--- config.mk ---
export PLATFORM = sky130hd
export DESIGN_NAME = scs_core_clock_select
export DESIGN_NICKNAME = d
export VERILOG_FILES = /design/src/rtl/scs_pkg.sv /design/src/rtl/scs_core_clock_select.sv
export SDC_FILE = /design/constraint.sdc
export NUM_CORES = 1
export LEC_CHECK = 0
export BUFFER_PORTS_ARGS = -buffer_cell sky130_fd_sc_hd__buf_2
export CAP_MARGIN = 10
export CORE_MARGIN = 2
export CORE_UTILIZATION = 56
export CTS_CLUSTER_DIAMETER = 60
export DETAILED_ROUTE_END_ITERATION = 12
export GPL_ROUTABILITY_DRIVEN = 0
export GPL_TIMING_DRIVEN = 0
export PLACE_DENSITY_LB_ADDON = 0.12
export SETUP_SLACK_MARGIN = 0.1
export SLEW_MARGIN = 10
export SYNTH_ARGS = -nofsm -noshare
export SYNTH_HDL_FRONTEND = slang
export SYNTH_SLANG_ARGS = --single-unit
--- constraint.sdc ---
create_clock -name clk -period 7.3 [get_ports clk]
set_input_delay 0.365 -clock clk [delete_from_list [all_inputs] [get_ports clk]]
set_output_delay 0.365 -clock clk [all_outputs]
set_load 0.01 [all_outputs]
--- src/rtl/scs_pkg.sv ---
/*
 * Constants and types for the core clock source selector.
 * Assumes nothing beyond a SystemVerilog compiler.
 */
package scs_pkg;

    // ---------------------------------------------------------------
    // source, multiplier and state encodings
    // ---------------------------------------------------------------
    typedef enum logic [1:0] {
        SCS_SRC_INT  = 2'b00,
        SCS_SRC_EXT  = 2'b01,
        SCS_SRC_RTC  = 2'b10,
        SCS_SRC_MULT = 2'b11
    } scs_src_t;

    typedef enum logic [1:0] {
        SCS_BASE_INT_X2 = 2'b00,
        SCS_BASE_EXT_X2 = 2'b01,
        SCS_BASE_EXT_X4 = 2'b10,
        SCS_BASE_NONE   = 2'b11
    } scs_base_t;

    typedef enum logic {
        SCS_ST_RUN    = 1'b0,
        SCS_ST_SWITCH = 1'b1
    } scs_state_t;

    // ---------------------------------------------------------------
    // reset values and field limits
    // ---------------------------------------------------------------
    localparam logic [2:0] SCS_DIV_RESET = 3'h7;
    localparam logic [2:0] SCS_SCALE_RESET = 3'h0;
    localparam logic [2:0] SCS_SCALE_MAX = 3'h5;
    localparam logic [2:0] SCS_SCALE_OFFSET = 3'h2;
    localparam logic [2:0] SCS_SCALE_DEN_MAX = 3'h7;
    localparam logic [3:0] SCS_STEP_X2 = 4'h4;
    localparam logic [3:0] SCS_STEP_X4 = 4'h8;
    localparam int SCS_CAL_W = 7;
    localparam int SCS_DIV_CNT_W = 7;
    localparam int SCS_PER_W = 16;
    localparam int SCS_STALL_W = 16;

endpackage

--- src/rtl/scs_core_clock_select.sv ---
/*
 * Core clock source selector: internal oscillator with power-of-two
 * divider, external oscillator, real-time clock oscillator, or a clock
 * multiplier with fractional scaling. Produces core_clock as a
 * registered square wave.
 * Assumes each oscillator arrives as a one-cycle tick per oscillator
 * edge, synchronous to clk, at well under half the clk rate.
 */
`timescale 1ns/100ps

module scs_core_clock_select
    import scs_pkg::*;
#(
    parameter logic [SCS_CAL_W-1:0] CAL_RESET = 7'h40,
    parameter logic [SCS_STALL_W-1:0] STALL_CYCLES = 16'h1000
) (
    input wire logic clk,
    input wire logic rst,
    input wire logic [1:0] source_select,
    input wire logic internal_osc_control_enable,
    input wire logic [SCS_CAL_W-1:0] internal_osc_calibration,
    input wire logic [2:0] internal_osc_divide_select,
    input wire logic [1:0] mult_base_select,
    input wire logic [2:0] mult_scale_select,
    input wire logic int_osc_tick,
    input wire logic ext_osc_tick,
    input wire logic rtc_osc_tick,
    output logic core_clock,
    output logic [1:0] core_clock_source,
    output logic internal_osc_run,
    output logic [SCS_CAL_W-1:0] internal_osc_trim,
    output logic internal_osc_ready,
    output logic switch_pending
);

    // ---------------------------------------------------------------
    // state
    // ---------------------------------------------------------------
    scs_state_t state, next_state;
    scs_src_t src, next_src;
    scs_base_t base, next_base;
    logic [2:0] scale, next_scale;
    logic [2:0] div, next_div;
    logic next_core_clock;
    logic next_internal_osc_run;
    logic [SCS_CAL_W-1:0] next_internal_osc_trim;
    logic next_internal_osc_ready;
    logic [SCS_DIV_CNT_W-1:0] div_cnt, next_div_cnt;
    logic [SCS_PER_W-1:0] per_cnt, next_per_cnt;
    logic [SCS_PER_W-1:0] period, next_period;
    logic [SCS_PER_W+3:0] acc, next_acc;
    logic [SCS_STALL_W-1:0] stall, next_stall;
    logic per_armed, next_per_armed;
    logic next_switch_pending;

    // ---------------------------------------------------------------
    // combinational helpers
    // ---------------------------------------------------------------
    logic int_tick;
    logic div_tick;
    logic mult_src_tick;
    logic mult_tick;
    logic sel_tick;
    logic pend;
    logic [SCS_DIV_CNT_W-1:0] div_last;
    logic [3:0] step;
    logic [2:0] den;
    logic [SCS_PER_W+3:0] thr;
    logic [SCS_PER_W+3:0] acc_sum;

    always_comb begin
        int_tick = int_osc_tick & internal_osc_run;
        div_last = SCS_DIV_CNT_W'((8'h01 << div) - 8'h01);
        div_tick = int_tick && (div_cnt == div_last);
        // the multiplier runs from a measured source period so its
        // output ticks come evenly spaced, not in bursts
        mult_src_tick = (base == SCS_BASE_INT_X2) ? int_tick
                                                   : ext_osc_tick;
        step = (base == SCS_BASE_EXT_X4) ? SCS_STEP_X4 : SCS_STEP_X2;
        den = (scale > SCS_SCALE_MAX) ? SCS_SCALE_DEN_MAX
                                      : scale + SCS_SCALE_OFFSET;
        thr = (SCS_PER_W+4)'(period) * (SCS_PER_W+4)'(den);
        acc_sum = acc + (SCS_PER_W+4)'(step);
        mult_tick = (base != SCS_BASE_NONE) && (period != '0)
                    && (acc_sum >= thr);
        case (src)
            SCS_SRC_INT: sel_tick = div_tick;
            SCS_SRC_EXT: sel_tick = ext_osc_tick;
            SCS_SRC_RTC: sel_tick = rtc_osc_tick;
            SCS_SRC_MULT: sel_tick = mult_tick;
            default: sel_tick = 1'b0;
        endcase
        pend = (source_select != src) || (mult_base_select != base)
               || (mult_scale_select != scale)
               || (internal_osc_divide_select != div);
    end

    // ---------------------------------------------------------------
    // next-state logic
    // ---------------------------------------------------------------
    always_comb begin
        next_state = state;
        next_src = src;
        next_base = base;
        next_scale = scale;
        next_div = div;
        next_core_clock = core_clock;
        next_internal_osc_run = internal_osc_control_enable;
        next_internal_osc_trim = internal_osc_calibration;
        next_internal_osc_ready = internal_osc_ready;
        next_div_cnt = div_cnt;
        next_per_cnt = per_cnt;
        next_period = period;
        next_acc = acc;
        next_stall = stall;
        next_per_armed = per_armed;

        if (!internal_osc_run) begin
            next_internal_osc_ready = 1'b0;
        end else if (int_osc_tick) begin
            next_internal_osc_ready = 1'b1;
        end

        if (int_tick) begin
            next_div_cnt = div_tick ? '0 : div_cnt + 1'b1;
        end

        // first source tick after a switch lands at a random phase, so it
        // only starts the count; a partial period would give runt pulses
        if (mult_src_tick) begin
            next_per_armed = 1'b1;
            if (per_armed) begin
                next_period = per_cnt + 1'b1;
            end
            next_per_cnt = '0;
        end else if (per_cnt != '1) begin
            next_per_cnt = per_cnt + 1'b1;
        end
        next_acc = mult_tick ? acc_sum - thr : acc_sum;
        if (period == '0) begin
            next_acc = '0;
        end

        if (sel_tick) begin
            next_core_clock = ~core_clock;
            next_stall = '0;
        end else if (stall != '1) begin
            next_stall = stall + 1'b1;
        end

        case (state)
            SCS_ST_RUN: begin
                if (pend) begin
                    next_state = SCS_ST_SWITCH;
                end
            end
            SCS_ST_SWITCH: begin
                // change only on a falling edge so the old source ends with
                // a full high phase; a dead source is left after a
                // stall, since a stopped clock cannot be cut short
                if ((sel_tick && core_clock) || stall >= STALL_CYCLES) begin
                    next_state = SCS_ST_RUN;
                    next_src = scs_src_t'(source_select);
                    next_base = scs_base_t'(mult_base_select);
                    next_scale = mult_scale_select;
                    next_div = internal_osc_divide_select;
                    next_core_clock = 1'b0;
                    next_div_cnt = '0;
                    next_per_cnt = '0;
                    next_period = '0;
                    next_acc = '0;
                    next_stall = '0;
                    next_per_armed = 1'b0;
                end
            end
            default: next_state = SCS_ST_RUN;
        endcase
        next_switch_pending = (next_state == SCS_ST_SWITCH);
    end

    // ---------------------------------------------------------------
    // registers
    // ---------------------------------------------------------------
    always_ff @(posedge clk) begin
        if (rst) begin
            state <= SCS_ST_RUN;
            src <= SCS_SRC_INT;
            base <= SCS_BASE_INT_X2;
            scale <= SCS_SCALE_RESET;
            div <= SCS_DIV_RESET;
            core_clock <= 1'b0;
            internal_osc_run <= 1'b1;
            internal_osc_trim <= CAL_RESET;
            internal_osc_ready <= 1'b0;
            div_cnt <= '0;
            per_cnt <= '0;
            period <= '0;
            acc <= '0;
            stall <= '0;
            per_armed <= 1'b0;
            core_clock_source <= SCS_SRC_INT;
            switch_pending <= 1'b0;
        end else begin
            state <= next_state;
            src <= next_src;
            base <= next_base;
            scale <= next_scale;
            div <= next_div;
            core_clock <= next_core_clock;
            internal_osc_run <= next_internal_osc_run;
            internal_osc_trim <= next_internal_osc_trim;
            internal_osc_ready <= next_internal_osc_ready;
            div_cnt <= next_div_cnt;
            per_cnt <= next_per_cnt;
            period <= next_period;
            acc <= next_acc;
            stall <= next_stall;
            core_clock_source <= next_src;
            per_armed <= next_per_armed;
            switch_pending <= next_switch_pending;
        end
    end

endmodule

==> results of run 1 <==
[metal layers]
layer,wire length [um],global-route usage,vias to the layer above
met5,0,0,-
met4,357,0.102,0
met3,489,0.0292,28
met2,7790,0.450,114
met1,6790,0.287,2744
li1,-,-,2958
[kinds of logic after synthesis]
| kind of cell | Yosys count | synth area share |
|---|---|---|
| and+or+nand+nor | 340 | 0.252 |
| buffers and inverters | 80 | 0.0462 |
| xor gates and xnor gates | 85 | 0.111 |
| AOI/OAI and AO/OA | 147 | 0.148 |
| adders and majority gates | 62 | 0.134 |
| DFF | 97 | 0.289 |
| muxes | 12 | 0.0197 |
[worst min path at each step]
stage	to	slack [ns]	cells after the start
final	internal_osc_run	0.18	2
after global routing	internal_osc_trim[6]	0.19	2
after global placement	per_armed	0.44	2
after floorplan	per_armed	0.43	2
after CTS	internal_osc_run	0.17	2
after detailed placement	per_armed	0.46	2
[cell type report]
type | instances | area share
Clock inverter | 7 | 0.0167
Clock buffer | 9 | 0.0298
Timing Repair Buffer | 37 | 0.0252
Sequential cell | 97 | 0.257
Tap cell | 147 | 0.0243
Inverter | 49 | 0.0243
Multi-Input combinational cell | 646 | 0.604
Buffer | 29 | 0.0182
[placed cells by master (no fill, tap or decap), types with 4 or more instances in the layout]
| cell type | instances |
|---|---|
| nor2_1 | 87 |
| nand4_1 | 18 |
| and2_1 | 12 |
| o21a_1 | 7 |
| nand2b_1 | 7 |
| o211ai_1 | 4 |
| a21o_1 | 8 |
| a21oi_1 | 40 |
| dfxtp_1 | 95 |
| inv_1 | 49 |
| or3_1 | 5 |
| xnor2_1 | 43 |
| or2_2 | 5 |
| mux2i_1 | 11 |
| clkbuf_1 | 17 |
| xor2_1 | 42 |
| o21ai_0 | 18 |
| or4_1 | 5 |
| nand3_1 | 34 |
| nor3_2 | 9 |
| a211oi_1 | 31 |
| nor3_1 | 16 |
| clkbuf_4 | 4 |
| buf_2 | 40 |
| a31oi_1 | 4 |
| and3_1 | 17 |
| clkbuf_16 | 9 |
| fa_1 | 17 |
| nor2b_1 | 15 |
| and4_1 | 4 |
| o31ai_1 | 5 |
| ha_1 | 44 |
| nand2_1 | 87 |
| nor4_1 | 9 |
[per-stage QoR]
stage	TNS (ns)	instance area, um^2	util	power, mW	setup slack, ns
floorplan	0	6720	-	1.69	0.412
global placement	-47.73	7080	0.597	1.93	-0.897
detailed placement	-65.63	7080	0.597	1.98	-1.11
CTS	0	7500	0.633	2.56	0.105
global route	0	7560	0.637	2.76	0.100
finish	0	7560	0.637	2.60	0.384
[flip-flops by register name (all words and copies together) (netlist names), 3 cells and up]
signal,cells
acc,20
per_cnt,16
period,16
stall,16
div_cnt,7
internal_osc_trim,7
div,3
scale,3
[power breakdown]
part / total, mW / leakage [nW] / switching [mW] / internal [mW]
sequential: 0.658 / 0.792 / 0.0581 / 0.600
clock: 0.559 / 0.173 / 0.219 / 0.340
combinational: 1.38 / 2.24 / 0.812 / 0.567
total: 2.60 / 3.20 / 1.09 / 1.51
[what timing repair did]
action | in CTS | in global routing
pin swaps | 1 | 5
setup buffers | 2 | 0
setup endpoints to repair | 88 | 74
resized for setup | 21 | 22
==> metrics.cfg, run 1 <==
[clock_network]
ctsHoldBuffers = 0
cts.sinks = 97
cts_root_buffer = clkbuf_16
clock_latency_ns = 0.36
cts_inserted_buffers = 9
cts.clk_slew.worst_paths_ns = 0.07
cts_tree = built
cts_buffer_depth = 2
htreeDepth = 3

[timing]
slew_headroom = 0.446
min_period_ns = 6.92
whs_ns = 0.182
max_freq_mhz = 145
setup_viol = 0
period_share = 0.947
drv_slew = 0
rsz0062_at_grt = no
clock_skew_ns = 0.0123
worst_pin_slew_ns = 0.830
hold_violations = 0

[logic_synthesis]
synthMostInstantiatedCell = dfxtp_1
synthDistinctLibCells = 60
ys.flop_type = dfxtp_1
synth_seq_cells = 97
synth-edff-count = 0
synth.cell_area_um2 = 6720
yosys-top-cells-count = dfxtp_1, nand2_1, nor2_1
synth.area.top_cells = dfxtp_1, ha_1, xnor2_1, xor2_1, fa_1
yosys_warnings = 0
synth_top_area_cell = dfxtp_1
syn_avg_cell_area_um2 = 8.17
synthCells = 823
yosysSeqAreaShare = 0.289
syn-num-nets = 908
synthArstFlopShare = 0
synth_top_area_frac = 0.289

[worst_setup_path]
crit_type = reg2reg
path_max_fanout = 10
slowest_delay_ns = 0.54
start_kind = flip-flop
crit_slowest_cell = mux4_2
r2r-end = acc[17]
required_ns = 7.60
cp.arrival_ns = 7.21
crit_family = compound AO/OA/AOI/OAI gates
crit_buf_inv = 2
rr_worst_depth = 27
cp.depth = 27
rr_startpoint = scale[2]
worst-r2r-setup-slack_ns = 0.38
crit_path_end_kind = flip-flop
startpoint = scale[2]
crit_end = acc[17]

[outcome]
outcome = finished, final reports clean

[floorplanning]
die_w_um = 114
die-area_um2 = 12900
rows = 40
core_um2 = 11900
start_util = 0.567
ioPinCount = 36
die_h_um = 114

[drt]
routed-via-count = 5844
via_per_inst = 5.72
drtIter0Drc = 234
dr.pass1.iters = 5
postRouteWirelength_um = 15400
drc = 0
drtAntennaViolNets = 0
wire_per_inst_um = 15.1

[placed_design]
numPortBuffers = 35
placedCellCount = 1005
dp_hpwl_um = 12000

[worst_hold_path]
hp-start = internal_osc_control_enable
hold_class = in2reg

[finish]
drive_gt1_frac = 0.114
fill_cells = 1017
multi_input_area_um2 = 4570
seq_area_um2 = 1940
stdcell_count = 1021
fin_nets = 954
n_antenna_cell = 0
areaGrowthSynthToFinish_pct = 12.5

[flow_run]
maxCapViolCount = 0

[power_and_ir_drop]
max-vdd-ir-drop_uv = 164
power_density_nw_per_um2 = 344
power.leakage_nw = 3.20

[global_route]
overflow = 0
grt_max_degree = 18
grt_first_pass_wirelength_um = 25600
grt_antenna_before_repair = 0
grt_pass1_vias = 5816
grt_use_total = 0.244

(Power assumes the default switching activity.)
==> inputs of run 2 (changes only) <==
--- a/config.mk
+++ b/config.mk
@@ -5,10 +5,11 @@
 export SDC_FILE = /design/constraint.sdc
 export NUM_CORES = 1
 export LEC_CHECK = 0
+export ABC_AREA = 1
 export BUFFER_PORTS_ARGS = -buffer_cell sky130_fd_sc_hd__buf_2
 export CAP_MARGIN = 10
 export CORE_MARGIN = 2
-export CORE_UTILIZATION = 56
+export CORE_UTILIZATION = 57
 export CTS_CLUSTER_DIAMETER = 60
 export DETAILED_ROUTE_END_ITERATION = 12
 export GPL_ROUTABILITY_DRIVEN = 0
==> metrics.cfg, run 2 <==
[outcome]
outcome = finished, final reports clean

[timing]
worst_pin_slew_ns = 0.685
slew_headroom = 0.539
hold_violations = 0
finalSetupTns_ns = 0
clock_skew_ns = 0.0135
drv_slew = 0
period_share = 0.899
min_period_ns = 6.56
setup_viol = 0
whs_ns = 0.190
max_freq_mhz = 152
rsz0062_at_grt = no

[drt]
postRouteWirelength_um = 14800
drc = 0
routed-via-count = 6183
dr.pass1.iters = 5
drtIter0Drc = 295
wire_per_inst_um = 12.1
via_per_inst = 5.06
drtAntennaViolNets = 0

[worst_setup_path]
start_kind = flip-flop
crit_type = reg2reg
path_max_fanout = 10
path_common_cell = nand2_1
crit_path_end_kind = flip-flop
required_ns = 7.57
slowest_delay_ns = 0.51
crit_slowest_cell = fa_1
cp.arrival_ns = 6.84
crit_buf_inv = 9
crit_family = simple AND/OR/NAND/NOR gates

[logic_synthesis]
synth.area.top_cells = dfxtp_1, nand2_1, ha_1, inv_1, nor2_1
synth_top_area_frac = 0.273
synth_seq_cells = 97
synth_top_area_cell = dfxtp_1
yosys_warnings = 0
synthArstFlopShare = 0
yosys-top-cells-count = nand2_1, inv_1, nor2_1
syn_avg_cell_area_um2 = 7.09
yosysSeqAreaShare = 0.273
syn-num-nets = 1089
ys.flop_type = dfxtp_1
synthMostInstantiatedCell = nand2_1
synthDistinctLibCells = 54
synthCells = 1004
synth.cell_area_um2 = 7120
synth-edff-count = 0

[clock_network]
cts_tree = built
cts_buffer_depth = 2
postCtsSetupBuffers = 0
cts.clk_slew.worst_paths_ns = 0.07
cts_inserted_buffers = 9
cts_root_buffer = clkbuf_16
htreeDepth = 3
clock_latency_ns = 0.35
cts.sinks = 97

[floorplanning]
die-area_um2 = 13400
rows = 40
start_util = 0.588
die_h_um = 116
die_w_um = 116
core_um2 = 12100
ioPinCount = 36

[finish]
n_antenna_cell = 0
finish.utilization = 0.648
mostFrequentLayoutCell = nand2_1
design_area_um2 = 7850
largest_reg_flops = 20
drive_gt1_frac = 0.134
regMostFlops = acc
layout_common_cells = nand2_1, inv_1, nor2_1
areaGrowthSynthToFinish_pct = 10.2
fin_nets = 1135

[global_route]
overflow = 0
grt_max_degree = 19
grt.busiest_layer = met2
grt_use_total = 0.231
grt_first_pass_wirelength_um = 25000
grt_antenna_before_repair = 0
grt_pass1_vias = 5627
grt_util_met1 = 0.311
grtUsageMet2 = 0.383
use_met3 = 0.0418

[power_and_ir_drop]
p_total_mw = 1.99
max-vdd-ir-drop_uv = 197
power.leakage_nw = 3.68
power_density_nw_per_um2 = 253

[flow_run]
maxCapViolCount = 0

[worst_hold_path]
hold_class = in2reg

[placed_design]
numPortBuffers = 35
dpl-instance-area_um2 = 7500
dp_hpwl_um = 11900

-- run 2: final cells by class --
class                           instances  area, um^2
Sequential cell                        97        1940
Fill cell                            1178        4270
Clock buffer                            9         225
Inverter                              151         572
Timing Repair Buffer                   35         175
Clock inverter                          7        88.8
Tap cell                              168         210
Buffer                                 20         136
Multi-Input combinational cell        736        4500
-- run 2: layer usage --
layer | part of all wire | vias up | routed length (um)
li1 | - | 3326 | -
met1 | 0.49 | 2748 | 7300
met2 | 0.46 | 94 | 6740
met3 | 0.036 | 15 | 536
met4 | 0.012 | 0 | 184
met5 | 0 | - | 0
-- run 2: path summary, 6_finish.rpt --
path / end / start / cells past startpoint / slack, ns
min: internal_osc_run / internal_osc_control_enable / 2 / 0.19
max reg2reg: acc[18] / scale[2] / 43 / 0.74
min reg2reg: internal_osc_ready / internal_osc_run / 2 / 0.47
max: acc[18] / scale[2] / 43 / 0.74
-- run 2: what timing repair did --
action | in CTS | in global routing
gates resized for setup | 0 | 18
hold buffers | 0 | 0
setup endpoints to repair | 0 | 65
-- run 2: per-stage QoR --
stage / worst slack, ns / instances
global placement: 0.445 / 1207
finish: 0.737 / 1223
floorplan: 1.65 / 1004
detailed placement: 0.468 / 1207
global route: 0.0874 / 1223
CTS: 0.414 / 1223
-- run 2: cell families after synthesis --
logic type               Yosys count  synth area share
flip-flops                        97             0.273
AO/OA/AOI/OAI                    180             0.146
adder cells (fa/ha/maj)           62             0.127
buffers and inverters            171            0.0979
XOR/XNOR                          68            0.0837
AND/OR/NAND/NOR                  426             0.273
-- run 2: power by group --
group	internal (mW)	total, mW	leakage, nW	switching [mW]
registers	0.573	0.602	0.791	0.0285
logic	0.344	0.899	2.74	0.555
clock network	0.272	0.486	0.149	0.214
